==> src/shared/rfs_params.svh <==
// Register offsets, field positions and limits for the receive status and transmit enqueue block
`ifndef RFS_PARAMS_SVH
`define RFS_PARAMS_SVH
`define RFS_OFF_HDR_STATUS   8'h7C
`define RFS_OFF_BYTE_COUNT   8'h7E
`define RFS_OFF_TXQ_CMD      8'h80
`define RFS_OFF_TX_SPACE_REQ 8'h9E
`define RFS_BIT_VALID        15
`define RFS_BIT_TCP_BAD      11
`define RFS_BIT_UDP_BAD      10
`define RFS_BIT_BCAST        7
`define RFS_BIT_MCAST        6
`define RFS_BIT_UCAST        5
`define RFS_BIT_SYMERR       4
`define RFS_BIT_ETYPE        3
`define RFS_BIT_TOO_LONG     2
`define RFS_BIT_RUNT         1
`define RFS_BIT_CRC          0
`define RFS_CMD_ENQUEUE      0
`define RFS_CMD_MONITOR      1
`define RFS_ISR_SPACE_BIT    6
`define RFS_ETYPE_MIN_LEN    16'd1500
`define RFS_MAX_FRAME_LEN    12'd2000
`define RFS_RESET_WORD       16'h0000
`define RFS_RX_ENTRIES       8
`endif

==> src/shared/rfs_pkg.sv <==
// Types shared by the receive status and transmit enqueue block
package rfs_pkg;
   typedef enum logic [1:0] {rfs_tx_idle, rfs_tx_queued, rfs_tx_sending} rfs_tx_state_type;
   typedef logic [15:0] rfs_word_type;
endpackage : rfs_pkg

==> src/verilog/rfs_rx_frame_status.sv <==
// Receive frame status and byte count registers with the transmit queue command register
// What this block does
// - Status bit 11 set when received TCP checksum is wrong.
// - Status bit 10 set when received UDP checksum is wrong.
// - Status bit 7 set for broadcast destination.
// - Status bit 6 set for multicast destination, broadcast included.
// - Status bit 5 set for unicast destination.
// - Status bit 4 set on MII symbol error during reception.
// - Status bit 3 set when length/type exceeds 1500, clear otherwise.
// - Status bit 2 set above 2000 bytes; frame is never truncated.
// - Status bit 1 set for collision-damaged or prematurely ended frames.
// - Status bit 0 set on CRC error.
// - Runt, too-long, CRC-bad frames reach host only with pass-bad enabled.
// - Byte count register bits 11-0 give frame size, upper bits zero.
// - One status and count entry per frame, readable per frame count.
// - Writing command bit 1 arms an interrupt when requested space frees.
// - Monitor bit self-clears after frame sent; host waits before rewriting.
// - Writing command bit 0 queues one frame; self-clears after it is sent.
// - Status bit 15 set when present frame and status are valid.
`timescale 1ns/1ps
`include "rfs_params.svh"
module rfs_rx_frame_status
   import rfs_pkg::*;
#(
   parameter int SPACE_WIDTH = 13,
   parameter int COUNT_WIDTH = 8
)
(
   input  wire logic                   mclk,
   input  wire logic                   rst,
   input  wire logic                   reg_wr,
   input  wire logic                   reg_rd,
   input  wire logic [7:0]             reg_addr,
   input  wire logic [1:0]             reg_be,
   input  wire logic [15:0]            reg_wdata,
   output      logic [15:0]            reg_rdata,
   input  wire logic                   pass_bad_frame,
   input  wire logic                   rx_frame_end,
   input  wire logic                   tcp_checksum_bad,
   input  wire logic                   udp_checksum_bad,
   input  wire logic [47:0]            dest_addr,
   input  wire logic                   symbol_error,
   input  wire logic [15:0]            length_type,
   input  wire logic [11:0]            rx_byte_count,
   input  wire logic                   collision_or_short,
   input  wire logic                   crc_bad,
   input  wire logic                   rx_frame_release,
   output      logic                   rx_frame_drop,
   output      logic [COUNT_WIDTH-1:0] rx_frame_counter,
   input  wire logic [SPACE_WIDTH-1:0] tx_free_bytes,
   input  wire logic                   tx_frame_taken,
   input  wire logic                   tx_frame_done,
   output      logic                   tx_enqueue_req,
   output      logic                   tx_space_event
);
   // Depth must be a power of two so the entry pointers wrap by themselves
   localparam int ENTRY_DEPTH = `RFS_RX_ENTRIES;
   localparam int PTR_WIDTH   = $clog2(ENTRY_DEPTH);
   rfs_word_type           new_status;
   logic                   new_bad;
   rfs_word_type           entry_status [ENTRY_DEPTH];
   logic [11:0]            entry_count  [ENTRY_DEPTH];
   logic [PTR_WIDTH-1:0]   wr_ptr;
   logic [PTR_WIDTH-1:0]   rd_ptr;
   logic [SPACE_WIDTH-1:0] tx_space_request;
   logic                   manual_enqueue;
   logic                   tx_space_monitor;
   rfs_word_type           next_rdata;

   function automatic logic [15:0] merge_bytes(input logic [15:0] old_v, input logic [15:0] new_v,
                                                 input logic [1:0] be);
      merge_bytes = {be[1] ? new_v[15:8] : old_v[15:8], be[0] ? new_v[7:0] : old_v[7:0]};
   endfunction : merge_bytes

   rfs_status_builder u_builder
   (
      .tcp_checksum_bad   (tcp_checksum_bad),
      .udp_checksum_bad   (udp_checksum_bad),
      .dest_addr          (dest_addr),
      .symbol_error       (symbol_error),
      .length_type        (length_type),
      .rx_byte_count      (rx_byte_count),
      .collision_or_short (collision_or_short),
      .crc_bad            (crc_bad),
      .status_word        (new_status),
      .frame_bad          (new_bad)
   );

   wire logic hit_status = (reg_addr == `RFS_OFF_HDR_STATUS);
   wire logic hit_count  = (reg_addr == `RFS_OFF_BYTE_COUNT);
   wire logic hit_cmd    = (reg_addr == `RFS_OFF_TXQ_CMD);
   wire logic hit_space  = (reg_addr == `RFS_OFF_TX_SPACE_REQ);
   wire logic cmd_write  = reg_wr & hit_cmd & reg_be[0];
   wire logic have_frame     = (rx_frame_counter != '0);
   wire logic rx_frame_valid = have_frame;
   wire logic pop            = rx_frame_release & have_frame;
   wire logic store_full     = (rx_frame_counter == COUNT_WIDTH'(ENTRY_DEPTH)) & ~pop;
   wire logic accept         = rx_frame_end & (~new_bad | pass_bad_frame) & ~store_full;
   wire logic drop           = rx_frame_end & ~accept;
   wire rfs_word_type cur_status = entry_status[rd_ptr];
   wire logic [11:0]  cur_count  = entry_count[rd_ptr];
   wire logic [15:0] space_merged = merge_bytes(16'(tx_space_request), reg_wdata, reg_be);

   rfs_tx_enqueue #(.SPACE_WIDTH(SPACE_WIDTH)) u_tx
   (
      .mclk             (mclk),
      .rst              (rst),
      .cmd_write        (cmd_write),
      .cmd_bits         (reg_wdata[1:0]),
      .tx_space_request (tx_space_request),
      .tx_free_bytes    (tx_free_bytes),
      .tx_frame_taken   (tx_frame_taken),
      .tx_frame_done    (tx_frame_done),
      .manual_enqueue   (manual_enqueue),
      .tx_space_monitor (tx_space_monitor),
      .tx_enqueue_req   (tx_enqueue_req),
      .tx_space_event   (tx_space_event)
   );

   always_comb
   begin
      next_rdata = `RFS_RESET_WORD;
      if (hit_status)
      begin
         next_rdata                 = rx_frame_valid ? cur_status : `RFS_RESET_WORD;
         next_rdata[`RFS_BIT_VALID] = rx_frame_valid;
      end
      else if (hit_count)
      begin
         next_rdata[11:0] = rx_frame_valid ? cur_count : 12'h000;
      end
      else if (hit_cmd)
      begin
         next_rdata[`RFS_CMD_ENQUEUE] = manual_enqueue;
         next_rdata[`RFS_CMD_MONITOR] = tx_space_monitor;
      end
      else if (hit_space)
      begin
         next_rdata[SPACE_WIDTH-1:0] = tx_space_request;
      end
   end

   always_ff @(posedge mclk or posedge rst)
   begin
      if (rst)
      begin
         reg_rdata <= `RFS_RESET_WORD;
      end
      else if (reg_rd)
      begin
         reg_rdata <= next_rdata;
      end
   end

   // Entry store: one status word and byte count per kept frame, oldest at the read pointer
   always_ff @(posedge mclk)
   begin
      if (accept)
      begin
         entry_status[wr_ptr] <= new_status;
         entry_count[wr_ptr]  <= rx_byte_count;
      end
   end

   // Frame counter and entry pointers; a full store with no release in the same cycle withholds further frames
   always_ff @(posedge mclk or posedge rst)
   begin
      if (rst)
      begin
         rx_frame_counter <= '0;
         wr_ptr           <= '0;
         rd_ptr           <= '0;
         rx_frame_drop    <= 1'b0;
         tx_space_request <= '0;
      end
      else
      begin
         rx_frame_drop <= drop;
         if (accept & ~pop)
         begin
            rx_frame_counter <= rx_frame_counter + 1'b1;
         end
         else if (~accept & pop)
         begin
            rx_frame_counter <= rx_frame_counter - 1'b1;
         end
         if (accept)
         begin
            wr_ptr <= wr_ptr + 1'b1;
         end
         if (pop)
         begin
            rd_ptr <= rd_ptr + 1'b1;
         end
         if (reg_wr & hit_space)
         begin
            tx_space_request <= space_merged[SPACE_WIDTH-1:0];
         end
      end
   end
endmodule : rfs_rx_frame_status

==> src/verilog/rfs_status_builder.sv <==
// Builds the header status word of a completed received frame
`timescale 1ns/1ps
`include "rfs_params.svh"
module rfs_status_builder
   import rfs_pkg::*;
(
   input  wire logic         tcp_checksum_bad,
   input  wire logic         udp_checksum_bad,
   input  wire logic [47:0]  dest_addr,
   input  wire logic         symbol_error,
   input  wire logic [15:0]  length_type,
   input  wire logic [11:0]  rx_byte_count,
   input  wire logic         collision_or_short,
   input  wire logic         crc_bad,
   output      rfs_word_type status_word,
   output      logic         frame_bad
);
   wire logic is_broadcast    = &dest_addr;
   wire logic is_multicast    = dest_addr[40];
   wire logic is_unicast      = ~dest_addr[40];
   wire logic ethertype_frame = length_type > `RFS_ETYPE_MIN_LEN;
   wire logic frame_too_long  = rx_byte_count > `RFS_MAX_FRAME_LEN;
   wire logic runt_frame      = collision_or_short;
   always_comb
   begin
      status_word                    = `RFS_RESET_WORD;
      status_word[`RFS_BIT_TCP_BAD]  = tcp_checksum_bad;
      status_word[`RFS_BIT_UDP_BAD]  = udp_checksum_bad;
      status_word[`RFS_BIT_BCAST]    = is_broadcast;
      status_word[`RFS_BIT_MCAST]    = is_multicast;
      status_word[`RFS_BIT_UCAST]    = is_unicast;
      status_word[`RFS_BIT_SYMERR]   = symbol_error;
      status_word[`RFS_BIT_ETYPE]    = ethertype_frame;
      status_word[`RFS_BIT_TOO_LONG] = frame_too_long;
      status_word[`RFS_BIT_RUNT]     = runt_frame;
      status_word[`RFS_BIT_CRC]      = crc_bad;
   end
   assign frame_bad = frame_too_long | runt_frame | crc_bad;
endmodule : rfs_status_builder

==> src/verilog/rfs_tx_enqueue.sv <==
// Transmit command bits: manual enqueue and free-space monitor
`timescale 1ns/1ps
`include "rfs_params.svh"
module rfs_tx_enqueue
   import rfs_pkg::*;
#(
   parameter int SPACE_WIDTH = 13
)
(
   input  wire logic                   mclk,
   input  wire logic                   rst,
   input  wire logic                   cmd_write,
   input  wire logic [1:0]             cmd_bits,
   input  wire logic [SPACE_WIDTH-1:0] tx_space_request,
   input  wire logic [SPACE_WIDTH-1:0] tx_free_bytes,
   input  wire logic                   tx_frame_taken,
   input  wire logic                   tx_frame_done,
   output      logic                   manual_enqueue,
   output      logic                   tx_space_monitor,
   output      logic                   tx_enqueue_req,
   output      logic                   tx_space_event
);
   rfs_tx_state_type state;
   rfs_tx_state_type next_state;
   logic             space_fired;
   wire logic start_enq = cmd_write & cmd_bits[`RFS_CMD_ENQUEUE] & (state == rfs_tx_idle);
   wire logic start_mon = cmd_write & cmd_bits[`RFS_CMD_MONITOR] & ~tx_space_monitor;
   wire logic space_ok  = tx_space_monitor & ~space_fired & (tx_free_bytes >= tx_space_request);
   always_comb
   begin
      next_state = state;
      unique case (state)
         rfs_tx_idle:    if (start_enq) next_state = rfs_tx_queued;
         rfs_tx_queued:  if (tx_frame_taken) next_state = rfs_tx_sending;
         rfs_tx_sending: if (tx_frame_done) next_state = rfs_tx_idle;
      endcase
   end
   assign manual_enqueue = (state != rfs_tx_idle);
   assign tx_enqueue_req = (state == rfs_tx_queued);
   always_ff @(posedge mclk or posedge rst)
   begin
      if (rst)
      begin
         state            <= rfs_tx_idle;
         tx_space_monitor <= 1'b0;
         space_fired      <= 1'b0;
         tx_space_event   <= 1'b0;
      end
      else
      begin
         state          <= next_state;
         tx_space_event <= space_ok;
         if (start_mon)
         begin
            tx_space_monitor <= 1'b1;
            space_fired      <= 1'b0;
         end
         else if (tx_frame_done)
         begin
            tx_space_monitor <= 1'b0;
         end
         if (space_ok)
         begin
            space_fired <= 1'b1;
         end
      end
   end
endmodule : rfs_tx_enqueue

==> config.mk <==
export PLATFORM = sky130hd
export DESIGN_NAME = rfs_rx_frame_status
export DESIGN_NICKNAME = d
export VERILOG_FILES = /design/src/shared/rfs_pkg.sv /design/src/verilog/rfs_rx_frame_status.sv /design/src/verilog/rfs_status_builder.sv /design/src/verilog/rfs_tx_enqueue.sv
export VERILOG_INCLUDE_DIRS = /design/src /design/src/shared
export SDC_FILE = /design/constraint.sdc
export NUM_CORES = 1
export LEC_CHECK = 0
export BUFFER_PORTS_ARGS = -buffer_cell sky130_fd_sc_hd__buf_2
export CORE_UTILIZATION = 25
export CTS_BUF_LIST = sky130_fd_sc_hd__clkbuf_2 sky130_fd_sc_hd__clkbuf_4 sky130_fd_sc_hd__clkbuf_8
export DETAILED_ROUTE_END_ITERATION = 10
export PLACE_DENSITY = 0.43
export SLEW_MARGIN = 20
export SYNTH_ARGS = -nofsm -noshare
export SYNTH_HDL_FRONTEND = slang
export SYNTH_SLANG_ARGS = --single-unit
export TNS_END_PERCENT = 20
==> constraint.sdc <==
create_clock -name mclk -period 4.6 [get_ports mclk]
set_input_delay 0.46 -clock mclk [delete_from_list [all_inputs] [get_ports mclk]]
set_output_delay 0.46 -clock mclk [all_outputs]
set_load 0.1 [all_outputs]
=== Word-level counts from Yosys, hierarchy flattened ===
Memories as Yosys holds them, arrays and structs flattened.
Cells that the tools add are included.

* $add $sub $neg: 4
* Order comparisons: 3
* Equality and inequality tests: 10
* Mux-type cells: 21
* Bitwise logic cells: 26
* Reduce and logical (&&, ||, !) cells: 10

{| class="wikitable"
|+ Operators with widths
! cell !! number
|-
| AND reduction 48 bit || 1
|-
| 2-to-1 mux 13 bit || 2
|-
| 2-to-1 mux 12 bit || 2
|-
| AND 1 bit || 16
|-
| equality test 8 x 7 -> 1 bit (second input constant) || 2
|-
| equality test 8 bit (second input constant) || 2
|-
| > comparator 16 x 11 -> 1 bit (second input constant) || 1
|-
| 2-to-1 mux 8 bit || 2
|-
| 2-to-1 mux 15 bit || 1
|-
| greater-or-equal comparator 13 bit || 1
|-
| > comparator 12 x 11 -> 1 bit (second input constant) || 1
|-
| 2-to-1 mux 11 bit || 1
|-
| adder 8 x 1 -> 8 bit (second input constant) || 1
|-
| equality test 8 x 4 -> 1 bit (second input constant) || 1
|-
| 2-to-1 mux 2 bit || 4
|-
| nonzero test 2 bit || 4
|-
| nonzero test 8 bit || 1
|-
| subtractor 8 x 1 -> 8 bit (second input constant) || 1
|-
| 2-to-1 mux 1 bit || 7
|-
| NOT 1 bit || 7
|-
| adder 3 x 1 -> 3 bit (second input constant) || 2
|-
| one-hot mux 2 bit (3 select lines) || 1
|-
| inequality test 2 bit (second input constant) || 2
|-
| AND reduction 2 bit || 2
|-
| other kinds (7) || 9
|}

* Flip-flop bits (word level): 49
* Bits in writable memories: 176
* Input bits: 129
* Output and inout port bits: 27
* Word-level logic and storage cells: 87
* Memories kept: 2

{| class="wikitable"
|+ Memories
! memory !! depth !! bits a word !! read ports !! clocked after memory_dff !! write ports !! line !! source
|-
| entry_count || 8 || 12 || 1 || 0 || 1 || rfs_rx_frame_status.sv:62 || <nowiki>logic [11:0] entry_count [ENTRY_DEPTH];</nowiki>
|-
| entry_status || 8 || 10 || 1 || 0 || 1 || rfs_rx_frame_status.sv:61 || <nowiki>rfs_word_type entry_status [ENTRY_DEPTH];</nowiki>
|}

=== Longest topological paths before layout ===
* Depth in word-level cells: 11
* Gate-level depth with buffers: 11
* Depth with buffers taken out: 11

=== Hierarchy ===
A second synthesis with hierarchy kept.

* Cells, all modules: 654
* Area total of the unflattened synthesis: 11284.6 µm²

{| class="wikitable"
|+ By module, submodules not included
! module !! instances !! cells an instance !! area an instance (µm²)
|-
| rfs_rx_frame_status || 1 || 538 || 10390.0
|-
| rfs_tx_enqueue || 1 || 70 || 578.1
|-
| rfs_status_builder || 1 || 46 || 316.6
|}

=== Least setup slack after synthesis ===
OpenSTA, ideal clock, no wires.

* Kind: register -> register
* Start: register rx_frame_counter[0]
* End: memory entry_count[2][0], enable pin
* Library setup time: 0.457 ns
* Data arrival time: 3.887 ns
* Required time: 4.143 ns
* Setup slack: 0.255 ns
* Cell stages (with the launch flop): 5
* Path buffers: 0
* Path through: dfrtp_1 -> or4_4 -> o31ai_2 -> a31oi_4 -> nor4bb_1

* Cells in the longest elaborated chain, start to end: 8
* Elaborated cells on any way between the ends: 9
* Those cells by class: eq/ne (1); mux (2); bitwise (5); reduce/logical (1)

{| class="wikitable"
|+ RTL lines
! element !! line !! source
|-
| from (decl) || rfs_rx_frame_status.sv:49 || <nowiki>output logic [COUNT_WIDTH-1:0] rx_frame_counter,</nowiki>
|-
| from (signal assigned) || rfs_rx_frame_status.sv:181 || <nowiki>rx_frame_counter <= rx_frame_counter + 1'b1;</nowiki>
|-
| from (signal assigned) || rfs_rx_frame_status.sv:185 || <nowiki>rx_frame_counter <= rx_frame_counter - 1'b1;</nowiki>
|-
| nonzero test 8 bit || rfs_rx_frame_status.sv:94 || <nowiki>wire logic have_frame = (rx_frame_counter != '0);</nowiki>
|-
| AND 1 bit || rfs_rx_frame_status.sv:96 || <nowiki>wire logic pop = rx_frame_release & have_frame;</nowiki>
|-
| NOT 1 bit || rfs_rx_frame_status.sv:97 || <nowiki>wire logic store_full = (rx_frame_counter == COUNT_WIDTH'(ENTRY_DEPTH)) & ~pop;</nowiki>
|-
| AND 1 bit * || rfs_rx_frame_status.sv:97 ||
|-
| NOT 1 bit * || rfs_rx_frame_status.sv:98 || <nowiki>wire logic accept = rx_frame_end & (~new_bad | pass_bad_frame) & ~store_full;</nowiki>
|-
| AND 1 bit * || rfs_rx_frame_status.sv:98 ||
|-
| net accept || rfs_rx_frame_status.sv:98 ||
|-
| 2-to-1 mux 1 bit * || rfs_rx_frame_status.sv:158 || <nowiki>if (accept)</nowiki>
|-
| 2-to-1 mux 1 bit (implied by the code) * || rfs_rx_frame_status.sv:161 || <nowiki>entry_count[wr_ptr] <= rx_byte_count;</nowiki>
|-
| to (decl) || rfs_rx_frame_status.sv:62 ||
|}

Mark *: on every way through the listed nets, which the timed path passes. The rest lies on a longest branch.

=== Worst setup path after layout ===
* Start: register rx_frame_counter[0]
* End: register rx_frame_counter[7]

* Cells in the longest elaborated chain, start to end: 9
* Elaborated cells on any way between the ends: 15
* Those cells by class: add/sub (2); eq/ne (1); mux (2); bitwise (8); reduce/logical (2)

{| class="wikitable"
|+ RTL lines
! element !! line !! source
|-
| nonzero test 8 bit || rfs_rx_frame_status.sv:94 ||
|-
| AND 1 bit || rfs_rx_frame_status.sv:96 ||
|-
| NOT 1 bit || rfs_rx_frame_status.sv:97 ||
|-
| AND 1 bit * || rfs_rx_frame_status.sv:97 ||
|-
| NOT 1 bit * || rfs_rx_frame_status.sv:98 ||
|-
| AND 1 bit * || rfs_rx_frame_status.sv:98 ||
|-
| net accept || rfs_rx_frame_status.sv:98 ||
|-
| NOT 1 bit || rfs_rx_frame_status.sv:183 || <nowiki>else if (~accept & pop)</nowiki>
|-
| AND 1 bit || rfs_rx_frame_status.sv:183 ||
|-
| nonzero test 2 bit (no line) || n/a ||
|}

Mark *: on every way through the listed nets, which the timed path passes. The rest lies on a longest branch. The select of a mux whose other input is x is not followed.
A chain may end at the register's enable or synchronous reset.

==> summary.md <==
| Metric | Value |
|---|---|
| Largest area contributor in the netlist | edfxtp_1 |
| Syn Std Cell Area | 0.00963 mm^2 |
| Fin worst setup slack | ~1.1 ns |
| Crit path required time | a little over 5 ns |
| Final #Nets | roughly 900 |
| Placer Congestion | 0.697 |
| Root Driver | clkbuf_8 |
| CTS tree | built |
| Synthesis-stage register bit count | 223 |
| Synth cell types | 58 |
| Die ar. | 0.0393 mm^2 |
| Layout area overhead | 22.6% |
| Max_cap viols | 0 |
| Final wirelength | 23100 um |
| Via/cell ratio | between 4 and 5 |
| Routed Antenna Nets | 0 |
| Max stage delay cell, worst path | or4_4 |
| Worst-Margin Slew | 0.788 ns |
| WL/cell | 18.0 um |
| Clk sink count | about 220 |
| FMAX | 289 MHz |
| Delay of the slowest critical-path stage | 0.58 ns |
| Crit Path Class | register to register |
| Post-placement cell area | about 0.011 mm^2 |
| Post-CTS resize count | 0 |
| H-tree depth | 2 |
| Global-route wire length before repair | 35500 um |
| Sequential-to-total area share from yosys stat | about 67% |
| Num ports | between 150 and 200 |
| HPWL after DPL | 15200 um |
| YS warnings | 0 |
| Placeable Area | roughly 0.038 mm^2 |
| Drt pass-1 iters | 4 |
| RSZ-0062 raised after global routing | no |
| Ant diodes | 0 |
| Vias | roughly 5.6k |
| Layout cells sized above 1 | between 30% and 40% |
| Worst-Skew Late Latency | 0.54 ns |
| Die H | 198 um |
| Pin count of the biggest net entering global routing | 41 |
| Total GRT Usage | 12.1% |
| Worst Path Arrival | 3.91 ns |
| # port buffers | 150 |
| Area fraction of the dominant cell type after synthesis | a little over half |
| CP max FO | 7 |
| Slew headroom | about 47% |
| Worst setup SP type | register |
| Horiz. Die Dim | 198 um |
| Worst Skew | 0.0121 ns |
| Leakage | 4.42 nW |
| Synth Instances | roughly 560 |
| Rows | 71 |
| Final critical-path share of the clock period | 75.1% |
| Top cells by area, synth | edfxtp_1, dfrtp_1, mux4_2 |
| Crit path capture type | register |
| Initial DRC Count | ~210 |
| Number of flops mapped to enable cells by yosys | about 180 |
| Worst Hold Class | input port to register |
| Final setup fails | 0 |
| Worst path most repeated cell | ha_1 |
| Most frequent cell after synthesis | edfxtp_1 |
| Hold Buf Count CTS | 1 |
| Post-synth top cells | edfxtp_1, dfrtp_1, mux4_2 |
| Final hold slack | 0.141 ns |
| Vias in the first global route | 5954 |
| Starting Density | around a quarter |
| Worst-path clk slew | about 0.060 ns |
| Residual DRC | 0 |
| Num CTS Buffers | 40 |
| CP cell instances | or4_4, o31ai_2, a31oi_4, ha_1, inv_1, ha_1, a211oi_1, o21ai_0, a21o_1, a21oi_1, xor2_1 |
| Avg Cell Area, Syn | about 17 um^2 |
| Peak supply drop | 218 uV |
| Clk buf depth | 3 |
| Final Cell Area | ~0.012 mm^2 |
| Max Slew Vio Count | 0 |
| FFs w/ async S/R, synth | 21.1% |
| Setup TNS | 0 ns |
| Status | complete, no violations |
| Final Hold Vio Count | 0 |
| Synth Flop Type | edfxtp_1 |
| Initial antenna violation count | 2 |
| GRT Residual Overflow | 0 |
| Setup Fix Bufs, Post-CTS | 0 |
| Total power | 6.23 mW |
| Pwr Density | 528 mW/mm^2 |
| Minimum clock period | between 3 and 4 ns |
| Placement Setup Slack | around 0.90 ns |
flip-flops by register name (all words and copies together), names as in the netlist, 2 cells and up:
name	flops
entry_count	96
entry_status	80
rd_ptr	3
reg_rdata	14
rx_frame_counter	8
tx_space_request	13
u_tx.state	2
wr_ptr	3
routing by layer:
layer	GRT usage, %	part of all wire [%]	up-vias	routed length, um
met1	16.5	47	2785	10900
met4	3.33	1.7	4	404
met3	2.64	5.6	42	1300
li1	-	-	2623	-
met2	19.3	46	188	10500
met5	0	0.12	-	28
worst paths after layout:
path	slack [ns]	startpoint	endpoint	depth (start not counted)
worst max-delay path	1.15	rx_frame_counter[0]	rx_frame_counter[7]	11
worst min-delay path	0.14	tx_frame_done	u_tx.tx_space_monitor	2
worst min register to register	0.46	u_tx.space_fired	u_tx.tx_space_event	1
max in group asynchronous	3.43	rst	rd_ptr[2]	4
worst max register to register	1.15	rx_frame_counter[0]	rx_frame_counter[7]	11
min in group asynchronous	0.37	rst	rx_frame_counter[3]	3
layout by cell type, fill, tap and decap left out, types with 15 or more instances in the layout:
cell	instances
edfxtp_1	176
buf_2	150
dfrtp_1	45
mux4_2	44
clkbuf_8	40
ha_1	25
mux2i_1	24
inv_1	24
a21oi_1	17
mux2_2	15
clkbuf_4	15
buf_4	15
critical path, delay by kind of cell (launching register included):
kind / cells / cell delay (ns)
buffers and inverters: 1 / 0.22
and+or+nand+nor: 1 / 0.58
adders and majority gates: 2 / 0.55
AOI/OAI and AO/OA: 6 / 1.42
xor gates and xnor gates: 1 / 0.15
DFF: 1 / 0.46
logic make-up after synthesis:
group / after synthesis / synth area share (%)
flip-flops: 223 / 67.1
buffers and inverters: 47 / 2.48
XOR/XNOR: 11 / 1.00
multiplexers: 84 / 14.7
other: 1 / 0.0389
AO/OA/AOI/OAI: 73 / 5.25
adder cells (fa/ha/maj): 26 / 3.46
AND/OR/NAND/NOR: 92 / 6.03
per-stage QoR:
step	std cells	util, %
2_1_floorplan	558	-
3_3_place_gp	1212	29.2
3_5_place_dp	1212	29.2
4_1_cts	1284	31.3
5_1_grt	1284	31.3
6_report	1284	31.3
where the power goes:
| group | total, mW | leakage, nW | switching, mW | internal (mW) |
|---|---|---|---|---|
| Clock | 1.79 | 0.401 | 0.802 | 0.991 |
| Combinational | 1.82 | 1.82 | 1.04 | 0.778 |
| Sequential | 2.62 | 2.20 | 0.226 | 2.40 |
layout make-up:
type	count	area, um^2
clock inverters	16	103
inverters	25	93.8
well taps	511	639
flip-flops and latches	223	6460
repair buffers	166	873
clock buffers	55	663
fillers	3745	25900
multi-input cells	288	2970
(Power assumes the default switching activity.)
